## config.mk

```make
export PLATFORM = sky130hd
export DESIGN_NAME = adssq_seq
export DESIGN_NICKNAME = d
export VERILOG_FILES = /design/src/adssq_chan_bank.v /design/src/adssq_fmt.v /design/src/adssq_seq.v
export VERILOG_INCLUDE_DIRS = /design/src
export SDC_FILE = /design/constraint.sdc
export NUM_CORES = 1
export LEC_CHECK = 0
export BUFFER_PORTS_ARGS = -buffer_cell sky130_fd_sc_hd__clkbuf_2
export CORE_ASPECT_RATIO = 1.75
export CORE_UTILIZATION = 35
export DETAILED_ROUTE_END_ITERATION = 16
export SYNTH_ARGS = -nofsm -noshare
export SYNTH_HDL_FRONTEND = slang
export SYNTH_SLANG_ARGS = --single-unit
```

## constraint.sdc

```tcl
create_clock -name ref_clk -period 3 [get_ports ref_clk]
set_input_delay 0.3 -clock ref_clk [delete_from_list [all_inputs] [get_ports ref_clk]]
set_output_delay 0.3 -clock ref_clk [all_outputs]
set_load 0.01 [all_outputs]
```

## src/adssq_regs.vh

```
// register offsets, field positions and reset values of the scan sequencer
//
// Operation
// reset or both mode bits zero: free-running scan
// free-running scan ascends, wraps to channel zero
// each scanned result overwrites its channel register
// channel registers readable anytime, scan not stalled
// host clears both mode bits for free-running
// single-pass scan converts each channel once, stops
// single-pass completion raises end-of-scan flag
// host writes mode high one, low zero
// scan length register at 06, values 0..10h
// length N scans 0..N-1, zero acts as one
// reset scan length covers sixteen channels
// host loads scan length before single-pass start
// halt forces sixteen channels, blocks length writes
// channel select plus start converts that channel
// single conversion completion sets data-ready flag
// host waits conversion time before testing ready
// host writes mode high zero, low one
// polling result in read-only register at 04
// top nibble zero, or sign in two's complement
// two's complement inverts the result's top bit
// format bit zero two's complement, one offset
// halt stops sequencer until software clears it
// start bit write starts, read shows done
// both mode bits set selects no conversion
// starting a conversion clears stale completion flags
// start ignored while a sequence is running

`ifndef ADSSQ_REGS_VH
`define ADSSQ_REGS_VH

// byte offsets
`define ADSSQ_OFS_CTRL       7'h02
`define ADSSQ_OFS_RESULT     7'h04
`define ADSSQ_OFS_SCAN_LEN   7'h06
`define ADSSQ_OFS_CHAN_BASE  7'h40
`define ADSSQ_OFS_CHAN_LAST  7'h5e

// control_status_word fields
`define ADSSQ_BIT_READY      15
`define ADSSQ_BIT_FAIL_LED   14
`define ADSSQ_BIT_START      13
`define ADSSQ_BIT_FORMAT     12
`define ADSSQ_BIT_ONLINE     11
`define ADSSQ_BIT_TEST_HI    10
`define ADSSQ_BIT_TEST_LO    9
`define ADSSQ_BIT_FAST       8
`define ADSSQ_BIT_OP_HI      7
`define ADSSQ_BIT_SETTLE     6
`define ADSSQ_BIT_HALT       5
`define ADSSQ_BIT_OP_LO      4

// operating modes {op_select_hi, op_select_lo}
`define ADSSQ_OP_AUTO        2'b00
`define ADSSQ_OP_POLL        2'b01
`define ADSSQ_OP_SINGLE      2'b10

// reset values
`define ADSSQ_CTRL_RESET     16'h0000
`define ADSSQ_SCAN_LEN_FULL  5'h10
`define ADSSQ_SCAN_LEN_MAX   16'h0010

`endif

```

## src/adssq_chan_bank.v

```verilog
// per-channel input registers: one write port from the sequencer, one read index
`timescale 1ns/10ps
module adssq_chan_bank #(
   parameter NCH = 16,
   parameter AW  = 4
) (
   // clock and reset
   input  wire          ref_clk,
   input  wire          srst,
   // write side
   input  wire          wr_en,
   input  wire [AW-1:0] wr_idx,
   input  wire [15:0]   wr_data,
   // read side
   input  wire [AW-1:0] rd_idx,
   output wire [15:0]   rd_data
);

   reg [15:0] mem_reg [0:NCH-1];
   integer    i;

   // independent read port
   assign rd_data = mem_reg[rd_idx];

   always @(posedge ref_clk) begin
      if (srst) begin
         for (i = 0; i < NCH; i = i + 1) begin
            mem_reg[i] <= 16'h0000;
         end
      end else if (wr_en) begin
         // newest sample overwrites
         mem_reg[wr_idx] <= wr_data;
      end
   end

endmodule // adssq_chan_bank

```

## src/adssq_fmt.v

```verilog
// converts an offset-binary converter code to the selected output format
`timescale 1ns/10ps
module adssq_fmt #(
   parameter DW = 12
) (
   // raw code and format select
   input  wire [DW-1:0] raw_code,
   input  wire          offset_bin,
   // formatted 16-bit word
   output reg  [15:0]   fmt_word
);

   reg [DW-1:0] twos;

   always @* begin
      twos = raw_code;
      // top bit inverted
      twos[DW-1] = ~raw_code[DW-1];
      // format select
      if (offset_bin) begin
         // zero top bits
         fmt_word = {{(16-DW){1'b0}}, raw_code};
      end else begin
         // sign extension
         fmt_word = {{(16-DW){twos[DW-1]}}, twos};
      end
   end

endmodule // adssq_fmt

```

## src/adssq_seq.v

```verilog
// scan sequencer top: control/status, scan length, result register and channel bank
`timescale 1ns/10ps
`include "adssq_regs.vh"
module adssq_seq #(
   parameter DW  = 12,
   parameter NCH = 16
) (
   // clock and reset
   input  wire          ref_clk,
   input  wire          srst,
   // register port, byte offsets, 16-bit words
   input  wire [6:0]    bus_addr,
   input  wire          bus_wr,
   input  wire          bus_rd,
   input  wire [15:0]   bus_wdata,
   output reg  [15:0]   bus_rdata,
   output reg           bus_rvalid,
   // converter handshake
   output reg           conv_start,
   output reg  [3:0]    conv_chan,
   input  wire          conv_done,
   input  wire [DW-1:0] conv_data,
   output reg           settle_req,
   // status and board controls
   output wire          conv_busy,
   output wire          fail_led_on,
   output wire          outputs_online,
   output wire [1:0]    test_mode,
   output wire          fast_refresh,
   output wire          short_settle
);

   // sequencer states
   localparam ST_IDLE  = 2'd0;
   localparam ST_START = 2'd1;
   localparam ST_WAIT  = 2'd2;

   // sequence kinds
   localparam KIND_AUTO   = 2'd0;
   localparam KIND_SINGLE = 2'd1;
   localparam KIND_POLL   = 2'd2;

   // registers
   reg [15:0] ctrl_reg;
   reg [15:0] ctrl_next;
   reg [4:0]  scan_len_reg;
   reg [4:0]  scan_len_next;
   reg [15:0] result_reg;
   reg [15:0] result_next;
   reg        ready_reg;
   reg        ready_next;
   reg        scan_done_reg;
   reg        scan_done_next;
   reg [1:0]  state_reg;
   reg [1:0]  state_next;
   reg [1:0]  kind_reg;
   reg [1:0]  kind_next;
   reg [3:0]  chan_reg;
   reg [3:0]  chan_next;
   reg        conv_start_next;
   reg [3:0]  conv_chan_next;
   reg        settle_next;
   reg        store_en;

   // decoded fields
   wire       halt;
   wire [1:0] op_mode;
   wire       offset_bin;
   wire [3:0] last_chan;
   wire       wr_ctrl;
   wire       wr_len;
   wire       start_cmd;
   wire       chan_hit;
   wire [3:0] rd_idx;
   wire [15:0] chan_rd_data;
   wire [15:0] fmt_word;
   wire [15:0] ctrl_view;
   wire [15:0] len_view;
   wire       start_single;
   wire       start_poll;
   reg  [15:0] rd_word;

   // last channel of a scan of length n; zero counts as one
   function [3:0] last_of;
      input [4:0] n;
      begin
         if (n == 5'd0) begin
            last_of = 4'd0;
         end else begin
            last_of = n[3:0] - 4'd1;
         end
      end
   endfunction

   // true for an offset inside the channel register window
   function in_chan_win;
      input [6:0] a;
      begin
         in_chan_win = (a >= `ADSSQ_OFS_CHAN_BASE) && (a <= `ADSSQ_OFS_CHAN_LAST);
      end
   endfunction

   // operating mode pair {op_select_hi, op_select_lo} of a control word
   function [1:0] mode_of;
      input [15:0] w;
      begin
         mode_of = {w[`ADSSQ_BIT_OP_HI], w[`ADSSQ_BIT_OP_LO]};
      end
   endfunction

   assign halt       = ctrl_reg[`ADSSQ_BIT_HALT];
   assign op_mode    = mode_of(ctrl_reg);
   assign offset_bin = ctrl_reg[`ADSSQ_BIT_FORMAT];
   // zero behaves as one
   assign last_chan  = last_of(scan_len_reg);
   assign wr_ctrl    = bus_wr && (bus_addr == `ADSSQ_OFS_CTRL);
   assign wr_len     = bus_wr && (bus_addr == `ADSSQ_OFS_SCAN_LEN);
   assign start_cmd  = wr_ctrl && bus_wdata[`ADSSQ_BIT_START];
   // a start counts only with a matching mode pair in the same write
   assign start_single = start_cmd && (mode_of(bus_wdata) == `ADSSQ_OP_SINGLE);
   assign start_poll   = start_cmd && (mode_of(bus_wdata) == `ADSSQ_OP_POLL);
   assign chan_hit   = in_chan_win(bus_addr);
   assign rd_idx     = bus_addr[4:1];
   assign conv_busy  = (state_reg != ST_IDLE);

   // board controls held in the control word
   assign fail_led_on    = ~ctrl_reg[`ADSSQ_BIT_FAIL_LED];
   assign outputs_online = ctrl_reg[`ADSSQ_BIT_ONLINE];
   assign test_mode      = ctrl_reg[`ADSSQ_BIT_TEST_HI:`ADSSQ_BIT_TEST_LO];
   assign fast_refresh   = ctrl_reg[`ADSSQ_BIT_FAST];
   assign short_settle   = ctrl_reg[`ADSSQ_BIT_READY];

   // start bit reads as scan finished
   assign ctrl_view = {ready_reg, ctrl_reg[14], scan_done_reg, ctrl_reg[12:7], 1'b0, ctrl_reg[5:0]};

   // halted length reads sixteen, also in the cycle before the force lands
   assign len_view = halt ? `ADSSQ_SCAN_LEN_MAX : {11'h000, scan_len_reg};

   adssq_fmt #(
      .DW (DW)
   ) u_fmt (
      .raw_code   (conv_data),
      .offset_bin (offset_bin),
      .fmt_word   (fmt_word)
   );

   adssq_chan_bank #(
      .NCH (NCH),
      .AW  (4)
   ) u_bank (
      .ref_clk (ref_clk),
      .srst    (srst),
      .wr_en   (store_en),
      .wr_idx  (conv_chan),
      .wr_data (fmt_word),
      .rd_idx  (rd_idx),
      .rd_data (chan_rd_data)
   );

   // control word and scan length
   always @* begin
      ctrl_next     = ctrl_reg;
      scan_len_next = scan_len_reg;
      settle_next   = 1'b0;
      if (wr_ctrl) begin
         // mode bits written by software
         ctrl_next = bus_wdata;
         // start and settle act on the write only, never stored
         ctrl_next[`ADSSQ_BIT_START]  = 1'b0;
         ctrl_next[`ADSSQ_BIT_SETTLE] = 1'b0;
         settle_next = bus_wdata[`ADSSQ_BIT_SETTLE];
      end
      if (halt) begin
         // halt forces full length
         scan_len_next = `ADSSQ_SCAN_LEN_FULL;
      end else if (wr_len) begin
         // accepts 0..10h
         if (bus_wdata > `ADSSQ_SCAN_LEN_MAX) begin
            scan_len_next = `ADSSQ_SCAN_LEN_FULL;
         end else begin
            scan_len_next = bus_wdata[4:0];
         end
      end
   end

   // sequencer
   always @* begin
      state_next      = state_reg;
      kind_next       = kind_reg;
      chan_next       = chan_reg;
      conv_start_next = 1'b0;
      conv_chan_next  = conv_chan;
      store_en        = 1'b0;
      result_next     = result_reg;
      ready_next      = ready_reg;
      scan_done_next  = scan_done_reg;
      case (state_reg)
         ST_IDLE: begin
            if (halt) begin
               // halted sequencer stays idle
               state_next = ST_IDLE;
            end else if (op_mode == `ADSSQ_OP_AUTO) begin
               // free-running scan starts by itself
               kind_next  = KIND_AUTO;
               chan_next  = 4'd0;
               state_next = ST_START;
            end else if (start_single) begin
               // single pass begins at channel zero
               kind_next      = KIND_SINGLE;
               chan_next      = 4'd0;
               // clear stale completion
               scan_done_next = 1'b0;
               state_next     = ST_START;
            end else if (start_poll) begin
               // convert the selected channel
               kind_next  = KIND_POLL;
               chan_next  = bus_wdata[3:0];
               // clear stale completion
               ready_next = 1'b0;
               state_next = ST_START;
            end
            // both mode bits set: nothing starts
         end
         ST_START: begin
            // halt before the pulse starts nothing
            if (halt) begin
               state_next = ST_IDLE;
            end else begin
               conv_start_next = 1'b1;
               conv_chan_next  = chan_reg;
               state_next      = ST_WAIT;
            end
         end
         ST_WAIT: begin
            // new starts ignored here
            if (conv_done) begin
               if (kind_reg == KIND_POLL) begin
                  // result into converter register
                  result_next = fmt_word;
                  // data ready
                  ready_next  = 1'b1;
                  state_next  = ST_IDLE;
               end else begin
                  // scanned result to its channel
                  store_en = 1'b1;
                  if (halt) begin
                     // halt stops the scan
                     state_next = ST_IDLE;
                  end else if (chan_reg >= last_chan) begin
                     if (kind_reg == KIND_SINGLE) begin
                        // end of scan
                        scan_done_next = 1'b1;
                        state_next     = ST_IDLE;
                     end else if (op_mode == `ADSSQ_OP_AUTO) begin
                        // wrap to channel zero
                        chan_next  = 4'd0;
                        state_next = ST_START;
                     end else begin
                        state_next = ST_IDLE;
                     end
                  end else if ((kind_reg == KIND_AUTO) && (op_mode != `ADSSQ_OP_AUTO)) begin
                     // mode changed mid scan: finish this sample and stop
                     state_next = ST_IDLE;
                  end else begin
                     // ascending order
                     chan_next  = chan_reg + 4'd1;
                     state_next = ST_START;
                  end
               end
            end
         end
         default: begin
            state_next = ST_IDLE;
         end
      endcase
   end

   always @(posedge ref_clk) begin
      if (srst) begin
         // reset enters free-running scan
         ctrl_reg      <= `ADSSQ_CTRL_RESET;
         // sixteen channels after reset
         scan_len_reg  <= `ADSSQ_SCAN_LEN_FULL;
         result_reg    <= 16'h0000;
         ready_reg     <= 1'b0;
         scan_done_reg <= 1'b0;
         state_reg     <= ST_IDLE;
         kind_reg      <= KIND_AUTO;
         chan_reg      <= 4'h0;
         conv_start    <= 1'b0;
         conv_chan     <= 4'h0;
         settle_req    <= 1'b0;
      end else begin
         ctrl_reg      <= ctrl_next;
         scan_len_reg  <= scan_len_next;
         result_reg    <= result_next;
         ready_reg     <= ready_next;
         scan_done_reg <= scan_done_next;
         state_reg     <= state_next;
         kind_reg      <= kind_next;
         chan_reg      <= chan_next;
         conv_start    <= conv_start_next;
         conv_chan     <= conv_chan_next;
         settle_req    <= settle_next;
      end
   end

   // read multiplexer; unmapped offsets read zero
   always @* begin
      rd_word = 16'h0000;
      case (bus_addr)
         `ADSSQ_OFS_CTRL: begin
            rd_word = ctrl_view;
         end
         `ADSSQ_OFS_RESULT: begin
            rd_word = result_reg;
         end
         `ADSSQ_OFS_SCAN_LEN: begin
            rd_word = len_view;
         end
         default: begin
            if (chan_hit) begin
               // read without stalling the scan
               rd_word = chan_rd_data;
            end
         end
      endcase
   end

   // register reads, answered one cycle after the strobe
   always @(posedge ref_clk) begin
      if (srst) begin
         bus_rdata  <= 16'h0000;
         bus_rvalid <= 1'b0;
      end else begin
         bus_rvalid <= bus_rd;
         if (bus_rd) begin
            // data holds until the next read
            bus_rdata <= rd_word;
         end
      end
   end

endmodule // adssq_seq

```

Word level (Yosys, flattened, before mapping) --
Memories as Yosys holds them, arrays and structs flattened. Index checks and enable logic that the tools add are counted.
Word-level totals: RAM bits 256, word-level logic and storage cells 138, memories 1, output and inout port bits 30, bits of input ports 40, bits in registers 68
Operators by class: magnitude comparators 4, $add $sub $neg 2, muxes and demuxes 62, eq/ne operators 25, bitwise operators 5, reduce and logical (&&, ||, !) cells 26
Memory list:
- u_bank.mem_reg | depth 16, bits a word 16, read ports 1, clocked after Yosys merged registers in 0, wr ports 16, line adssq_chan_bank.v:19 | reg [15:0] mem_reg [0:NCH-1];
Operators with widths (count):
- 4-bit two-way mux | 13
- 16-bit two-way mux | 3
- 16-bit one-hot mux with 3 select lines | 1
- 1-bit two-way mux | 27
- 2-bit two-way mux | 12
- 2-bit inequality test, second input constant | 11
- 9-bit AND reduction | 2
- 16-bit by 5-bit greater-than comparator with 1-bit output, second input constant | 1
- 16-bit OR reduction | 1
- 7-bit by 3-bit equality test with 1-bit output, second input constant | 2
- 5-bit two-way mux | 2
- 3-bit inequality test, second input constant | 3
- 4-bit one-hot mux with 2 select lines | 1
- 7-bit by 2-bit equality test with 1-bit output, second input constant | 1
- 7-bit >= comparator, second input constant | 1
- 7-bit <= comparator, second input constant | 1
- 1-bit logical AND | 7
- 7-bit AND reduction | 1
- 2-bit by 1-bit equality test with 1-bit output, second input constant | 3
- 2-bit equality test, second input constant | 3
- 2-bit logical NOT | 3
- 2-bit one-hot mux with 3 select lines | 1
- 3-bit AND reduction | 2
- 2-bit nonzero test | 3
- 11 further kinds | 19

Logic depth before layout (Yosys ltp) --
depth in word-level cells 9, mapped depth 11, gate-level depth less buffers 11

Cells and area by module --
From an unflattened synthesis, not the netlist that was laid out.
Unflattened totals: cells, all modules 1125, area, all modules 14799.2 µm²
Modules (own cells, without submodules):
- adssq_chan_bank | sequential area each 7687.4 µm², area an instance 11533.6 µm², instances 1, cells each 722
- adssq_seq | sequential area each 1361.3 µm², area an instance 3136.8 µm², instances 1, cells each 385
- adssq_fmt | sequential area each 0.0 µm², area an instance 128.9 µm², instances 1, cells each 18

Worst setup path after synthesis --
Ideal clock, no wire load.
kind flip-flop to flip-flop, start point reg scan_len_reg[0], end point reg chan_reg[2], data arrival time 2148 ps, path slack 718 ps, stages on the path, launching flop included 12, library setup time 134 ps, period minus slack after synthesis 2282 ps, required time 2866 ps, buffers on the path 0, path through dfxtp_1 > inv_1 > ha_1 > nand2b_1 > nor3_1 > or2_2 > ha_1 > o211ai_1 > o21ai_0 > o211a_1 > o31ai_1 > a21oi_1
On the way: longest elaborated chain between the ends 8, elaborated cells on any way between the ends 13, those cells by class add/sub: 1; order compare: 1; eq/ne: 3; mux: 6; reduce/logical: 2
Ends and longest elaborated chain:
- start: declaration | line adssq_seq.v:46 | reg [4:0] scan_len_reg;
- start signal: assignment | line adssq_seq.v:283 | scan_len_reg <= `ADSSQ_SCAN_LEN_FULL;
- start signal: assignment | line adssq_seq.v:295 | scan_len_reg <= scan_len_next;
- 4-bit by 1-bit subtractor with 4-bit output / 5-bit logical NOT (equally long branches) | line adssq_seq.v:90, adssq_seq.v:87
- 4-bit two-way mux * | line adssq_seq.v:87 | if (n == 5'd0) begin
- 4-bit >= comparator * | line adssq_seq.v:249 | end else if (chan_reg >= last_chan) begin
- 4-bit two-way mux | line adssq_seq.v:249
- 4-bit two-way mux | line adssq_seq.v:246 | if (halt) begin
- 4-bit two-way mux | line adssq_seq.v:237 | if (kind_reg == KIND_POLL) begin
- 4-bit two-way mux | line adssq_seq.v:236 | if (conv_done) begin
- 4-bit one-hot mux with 2 select lines | line adssq_seq.v:197 | case (state_reg)
- end signal: assignment | line adssq_seq.v:301 | chan_reg <= chan_next;
- end: declaration | line adssq_seq.v:58 | reg [3:0] chan_reg;
Every way passes the cells marked *; elsewhere a longest branch is shown, timed or not. The select of a mux whose other input is x is not followed. A chain may end at the register's enable or synchronous reset.

Worst setup path in the final report --
Same ends and word-level chain as after synthesis.

==> metrics.md <==
| Metric | Value |
|---|---|
| Synthesized instance count | 1004 |
| Tightest slew margin relative to the limit | 41.7% |
| DIE AREA | 37000 um^2 |
| DR vias | 8016 |
| Share of post-route cells with drive strength above 1 | 22.4% |
| Crit path kind | reg -> reg |
| Transition at the pin with the smallest max-transition slack | 0.875 ns |
| Bufs and invs on worst path | 1 |
| Post-place setup slack | 0.420 ns |
| Placeable core region | 35400 um^2 |
| Critical path endpoint category | flip-flop |
| Post-synth EDFFs | 208 |
| Startpoint type of the worst setup path | flip-flop |
| Worst-case register-to-register setup slack | 0.39 ns |
| Maximum number of pins on one net before global-route repair | 80 |
| GRT Residual Overflow | 0 |
| Combinational share of power | 7.5% |
| Required time at the worst-slack endpoint | 3.38 ns |
| H-tree depth reported by CTS | 1 |
| Buffer depth of the longest clock path | 3 |
| Worst setup path endpoint | chan_reg[2] |
| Width of the die | 146 um |
| Antenna violations before repair | 0 |
| Maxcap violations | 0 |
| Largest family of logic cells by synthesized area | simple AND/OR/NAND/NOR gates |
| Number of DRC markers after the initial detailed-route iteration | 502 |
| Number of hold-repair buffers added at the cts stage | 4 |
| ANT cells | 0 |
| Worst hold path type | in -> reg |
| Final max-slew violation count | 0 |
| Largest register FFs | 208 |
| WL/cell | 22.0 um |
| Depth of the critical timing path with buffers and inverters included | 11 |
| Most common cell type on the critical path | sky130_fd_sc_hd__ha_1 |
| Number of global-route vias before repair | 8381 |
| RSZ-0062 raised after global routing | false |
| Source of the critical timing path | scan_len_reg[0] |
| Half-perimeter wire length of the detailed placement result | 25100 um |
| Leak | 5.32 nW |
| Quantity of gates resized following cts | 0 |
| Maximum cell stage delay along the critical path | 0.38 ns |
| Summed area of non-filler cells in the final layout | 14500 um^2 |
| Synthesized-area fraction occupied by and/or/nand/nor cells | 19.1% |
| Detailed-router iteration count before antenna repair | 8 |
| Proportion of power drawn by flip-flops and latches | 51.6% |
| Fill count | 3297 |
| Area growth from synthesis to layout | 14.3% |
| Setup TNS after final layout | 0 ns |
| CP Cell Sequence | inv_1 > ha_1 > nand2b_1 > nor3_1 > or2_2 > ha_1 > nor3b_1 > o21ai_0 > o211a_1 > o31ai_1 > a21oi_1 |
| Cts bufs inserted | 25 |
| Peak supply drop | 430 uV |
| Synth warn | 0 |
| Slowest CP cell | sky130_fd_sc_hd__dfxtp_1 |
| Worst reg2reg startpoint | scan_len_reg[0] |
| Nets@finish | 1113 |
| Worst Path Arrival | 2.99 ns |
| Post-synth net total | 1051 |
| Total routing resource utilization after global routing | 18.6% |
| Syn_area_per_cell | 12.6 um^2 |
| Maximum frequency from static timing analysis | 383 MHz |
| Post-synthesis mux area share | 11.3% |
| Post-layout worst setup margin | 0.390 ns |
| Final worst-path cycle share | 87.0% |
| TritonCTS Sinks | 273 |
| Aggregate routed wire length | 34100 um |
| Power Internal | 6.36 mW |
| Cell Area, Synth | 12700 um^2 |
| Post-detailed-route via-to-cell ratio | 5.18 |
| Final hold violation count | 0 |
| Net switching power | 1.83 mW |
| Cell depth of the worst flop-to-flop path | 11 |
| I/O Pins | 70 |
| Root buffer selected by CTS | sky130_fd_sc_hd__clkbuf_16 |
| Clock transition at the registers of the reported paths | 0.06 ns |
| Insertion delay of the later-clocked pin in the worst-skew pair | 0.54 ns |
| Count of cell types in the netlist | 55 |
| Register bit count reported by yosys | 273 |
| Async set-reset flop share out of synthesis | 0% |
| Overall power after layout | 8.19 mW |
| Routability congestion estimate from global placement | 0.848 |
| Arithmetic-cell share of the synthesized area counting full adders, half adders and majority gates | 0.691% |
| Worst clock skew | 0.0130 ns |
| Status | complete, no violations |
| Std-Cell Rows | 91 |
| Starting density of the core | 35.8% |
| Share of the synthesized area in compound gates (AO/OA/AOI/OAI) | 6.04% |
| Sequential cell area fraction in the yosys report | 59.5% |
| Chip height | 254 um |
| Top Family by Delay on Critical Path | compound AO/OA/AOI/OAI gates |
| Share of the synthesized netlist area taken by xor and xnor gates | 0.138% |
| Predominant post-synthesis flop cell | sky130_fd_sc_hd__edfxtp_1 |
| Post-layout min period | 2.61 ns |
| Terminus of the critical flop-to-flop path | chan_reg[2] |
| Cell area power density | 565 nW/um^2 |
| TritonCTS clock tree | built |
| Final-report setup violation count | 0 |
| # DRC | 0 |
| Switching share of total power | 22.4% |
| Highest net fanout along the worst path | 4 |
| Area after detailed placement | 13600 um^2 |
| Wire length of the first global-routing pass | 51100 um |
| Number of setup buffers added after CTS | 0 |
| Port buffer count | 69 |
| Clock network fraction of total power | 41.0% |
| Antenna-violating nets left | 0 |
[worst min-delay path by stage]
stage | end | slack [ns] | start | depth (start not counted)
after floorplan | ctrl_reg[0] | 0.44 | ctrl_reg[0] | 2
after global placement | ctrl_reg[15] | 0.44 | ctrl_reg[15] | 2
after detailed placement | ctrl_reg[15] | 0.45 | ctrl_reg[15] | 2
after CTS | settle_req | 0.01 | bus_wdata[6] | 2
after global routing | settle_req | 0.03 | bus_wdata[6] | 2
final | settle_req | 0.03 | bus_wdata[6] | 2
[power by group through the flow]
stage | Combinational, mW | Sequential (mW) | Clock [mW]
global route | 0.654 | 4.23 | 3.54
floorplan | 0.366 | 4.29 | 0
finish | 0.612 | 4.22 | 3.36
CTS | 0.623 | 4.22 | 3.40
global placement | 0.611 | 4.30 | 0
detailed placement | 0.617 | 4.31 | 0
[placed cells by master (no fill, tap or decap), types with 6 or more instances in the layout]
| cell type | count |
|---|---|
| sky130_fd_sc_hd__edfxtp_1 | 208 |
| sky130_fd_sc_hd__o211ai_1 | 14 |
| sky130_fd_sc_hd__mux2i_1 | 20 |
| sky130_fd_sc_hd__nor2b_1 | 7 |
| sky130_fd_sc_hd__nor2_1 | 50 |
| sky130_fd_sc_hd__nand2b_1 | 7 |
| sky130_fd_sc_hd__buf_4 | 41 |
| sky130_fd_sc_hd__clkbuf_16 | 25 |
| sky130_fd_sc_hd__a211oi_1 | 14 |
| sky130_fd_sc_hd__nand2_1 | 70 |
| sky130_fd_sc_hd__a221oi_1 | 6 |
| sky130_fd_sc_hd__o21ai_0 | 7 |
| sky130_fd_sc_hd__nor3_1 | 30 |
| sky130_fd_sc_hd__clkinv_2 | 6 |
| sky130_fd_sc_hd__a31oi_1 | 6 |
| sky130_fd_sc_hd__a21oi_1 | 37 |
| sky130_fd_sc_hd__dfxtp_1 | 65 |
| sky130_fd_sc_hd__ha_1 | 7 |
| sky130_fd_sc_hd__and2_1 | 193 |
| sky130_fd_sc_hd__inv_1 | 15 |
| sky130_fd_sc_hd__nor4_1 | 6 |
| sky130_fd_sc_hd__mux2_2 | 10 |
| sky130_fd_sc_hd__mux4_2 | 50 |
| sky130_fd_sc_hd__or2_2 | 19 |
| sky130_fd_sc_hd__clkbuf_2 | 68 |
| sky130_fd_sc_hd__nand3_1 | 24 |
[final cells by class]
class / instances / area, um^2 / area share (%)
repair buffers: 115 / 728 / 5.02
clock buffers: 26 / 629 / 4.34
multi-input cells: 636 / 4740 / 32.7
clock inverters: 17 / 218 / 1.50
flip-flops and latches: 273 / 7550 / 52.1
inverters: 15 / 56.3 / 0.388
well taps: 465 / 582 / 4.01
[per-stage QoR]
stage	std cells	hold WS (ns)	util [%]
2_1_floorplan	1004	0.436	-
3_3_place_gp	1500	0.442	38.4
3_5_place_dp	1500	0.448	38.4
4_1_cts	1547	0.0122	40.9
5_1_grt	1547	0.0337	40.9
6_report	1547	0.0251	40.9
[synth_stat cells, drive strengths merged (5+ instances only)]
cell      n  area, um^2
a21oi    37         185
nor2b     7        43.8
dfxtp    65        1300
mux2i    20         200
a31oi     6        37.5
nand2b    7        43.8
nand4     5        31.3
inv      15        56.3
mux4     50        1130
nand3    24         120
or2      19         119
a211oi   16         130
buf      29         155
nor4      7        58.8
o211ai   14         105
nand2    70         263
o21ai     7        35.0
clkbuf   51         191
a221oi    6        52.6
ha        7        87.6
nor3     32         183
nor2     53         206
edfxtp  208        6250
and2    193        1210
mux2     10         113
a32oi     5        43.8
nand3b    5        41.3
[per-layer routing]
| metal | track usage [%] | up-vias | share of wire (%) |
|---|---|---|---|
| met5 | 0 | - | 0 |
| met4 | 9.02 | 0 | 4.3 |
| met3 | 1.51 | 62 | 2.6 |
| met2 | 38.1 | 183 | 58 |
| met1 | 18.4 | 3997 | 35 |
| li1 | - | 3774 | - |
[worst register-to-register path: stages (launching register included)]
cell	delay [ns]
sky130_fd_sc_hd__dfxtp_1	0.38
sky130_fd_sc_hd__inv_1	0.08
sky130_fd_sc_hd__ha_1	0.23
sky130_fd_sc_hd__nand2b_1	0.10
sky130_fd_sc_hd__nor3_1	0.06
sky130_fd_sc_hd__or2_2	0.29
sky130_fd_sc_hd__ha_1	0.20
sky130_fd_sc_hd__nor3b_1	0.25
sky130_fd_sc_hd__o21ai_0	0.22
sky130_fd_sc_hd__o211a_1	0.30
sky130_fd_sc_hd__o31ai_1	0.25
sky130_fd_sc_hd__a21oi_1	0.09
[cells by family (layout without fill, tap and decap cells)]
| group | Yosys count | after routing |
|---|---|---|
| flip-flops | 273 | 273 |
| multiplexers | 80 | 80 |
| AND/OR/NAND/NOR | 433 | 433 |
| adder cells (fa/ha/maj) | 7 | 7 |
| buffers and inverters | 95 | 173 |
| XOR/XNOR | 2 | 2 |
| AO/OA/AOI/OAI | 114 | 114 |
No activity file was read; power rests on OpenSTA's default activity.
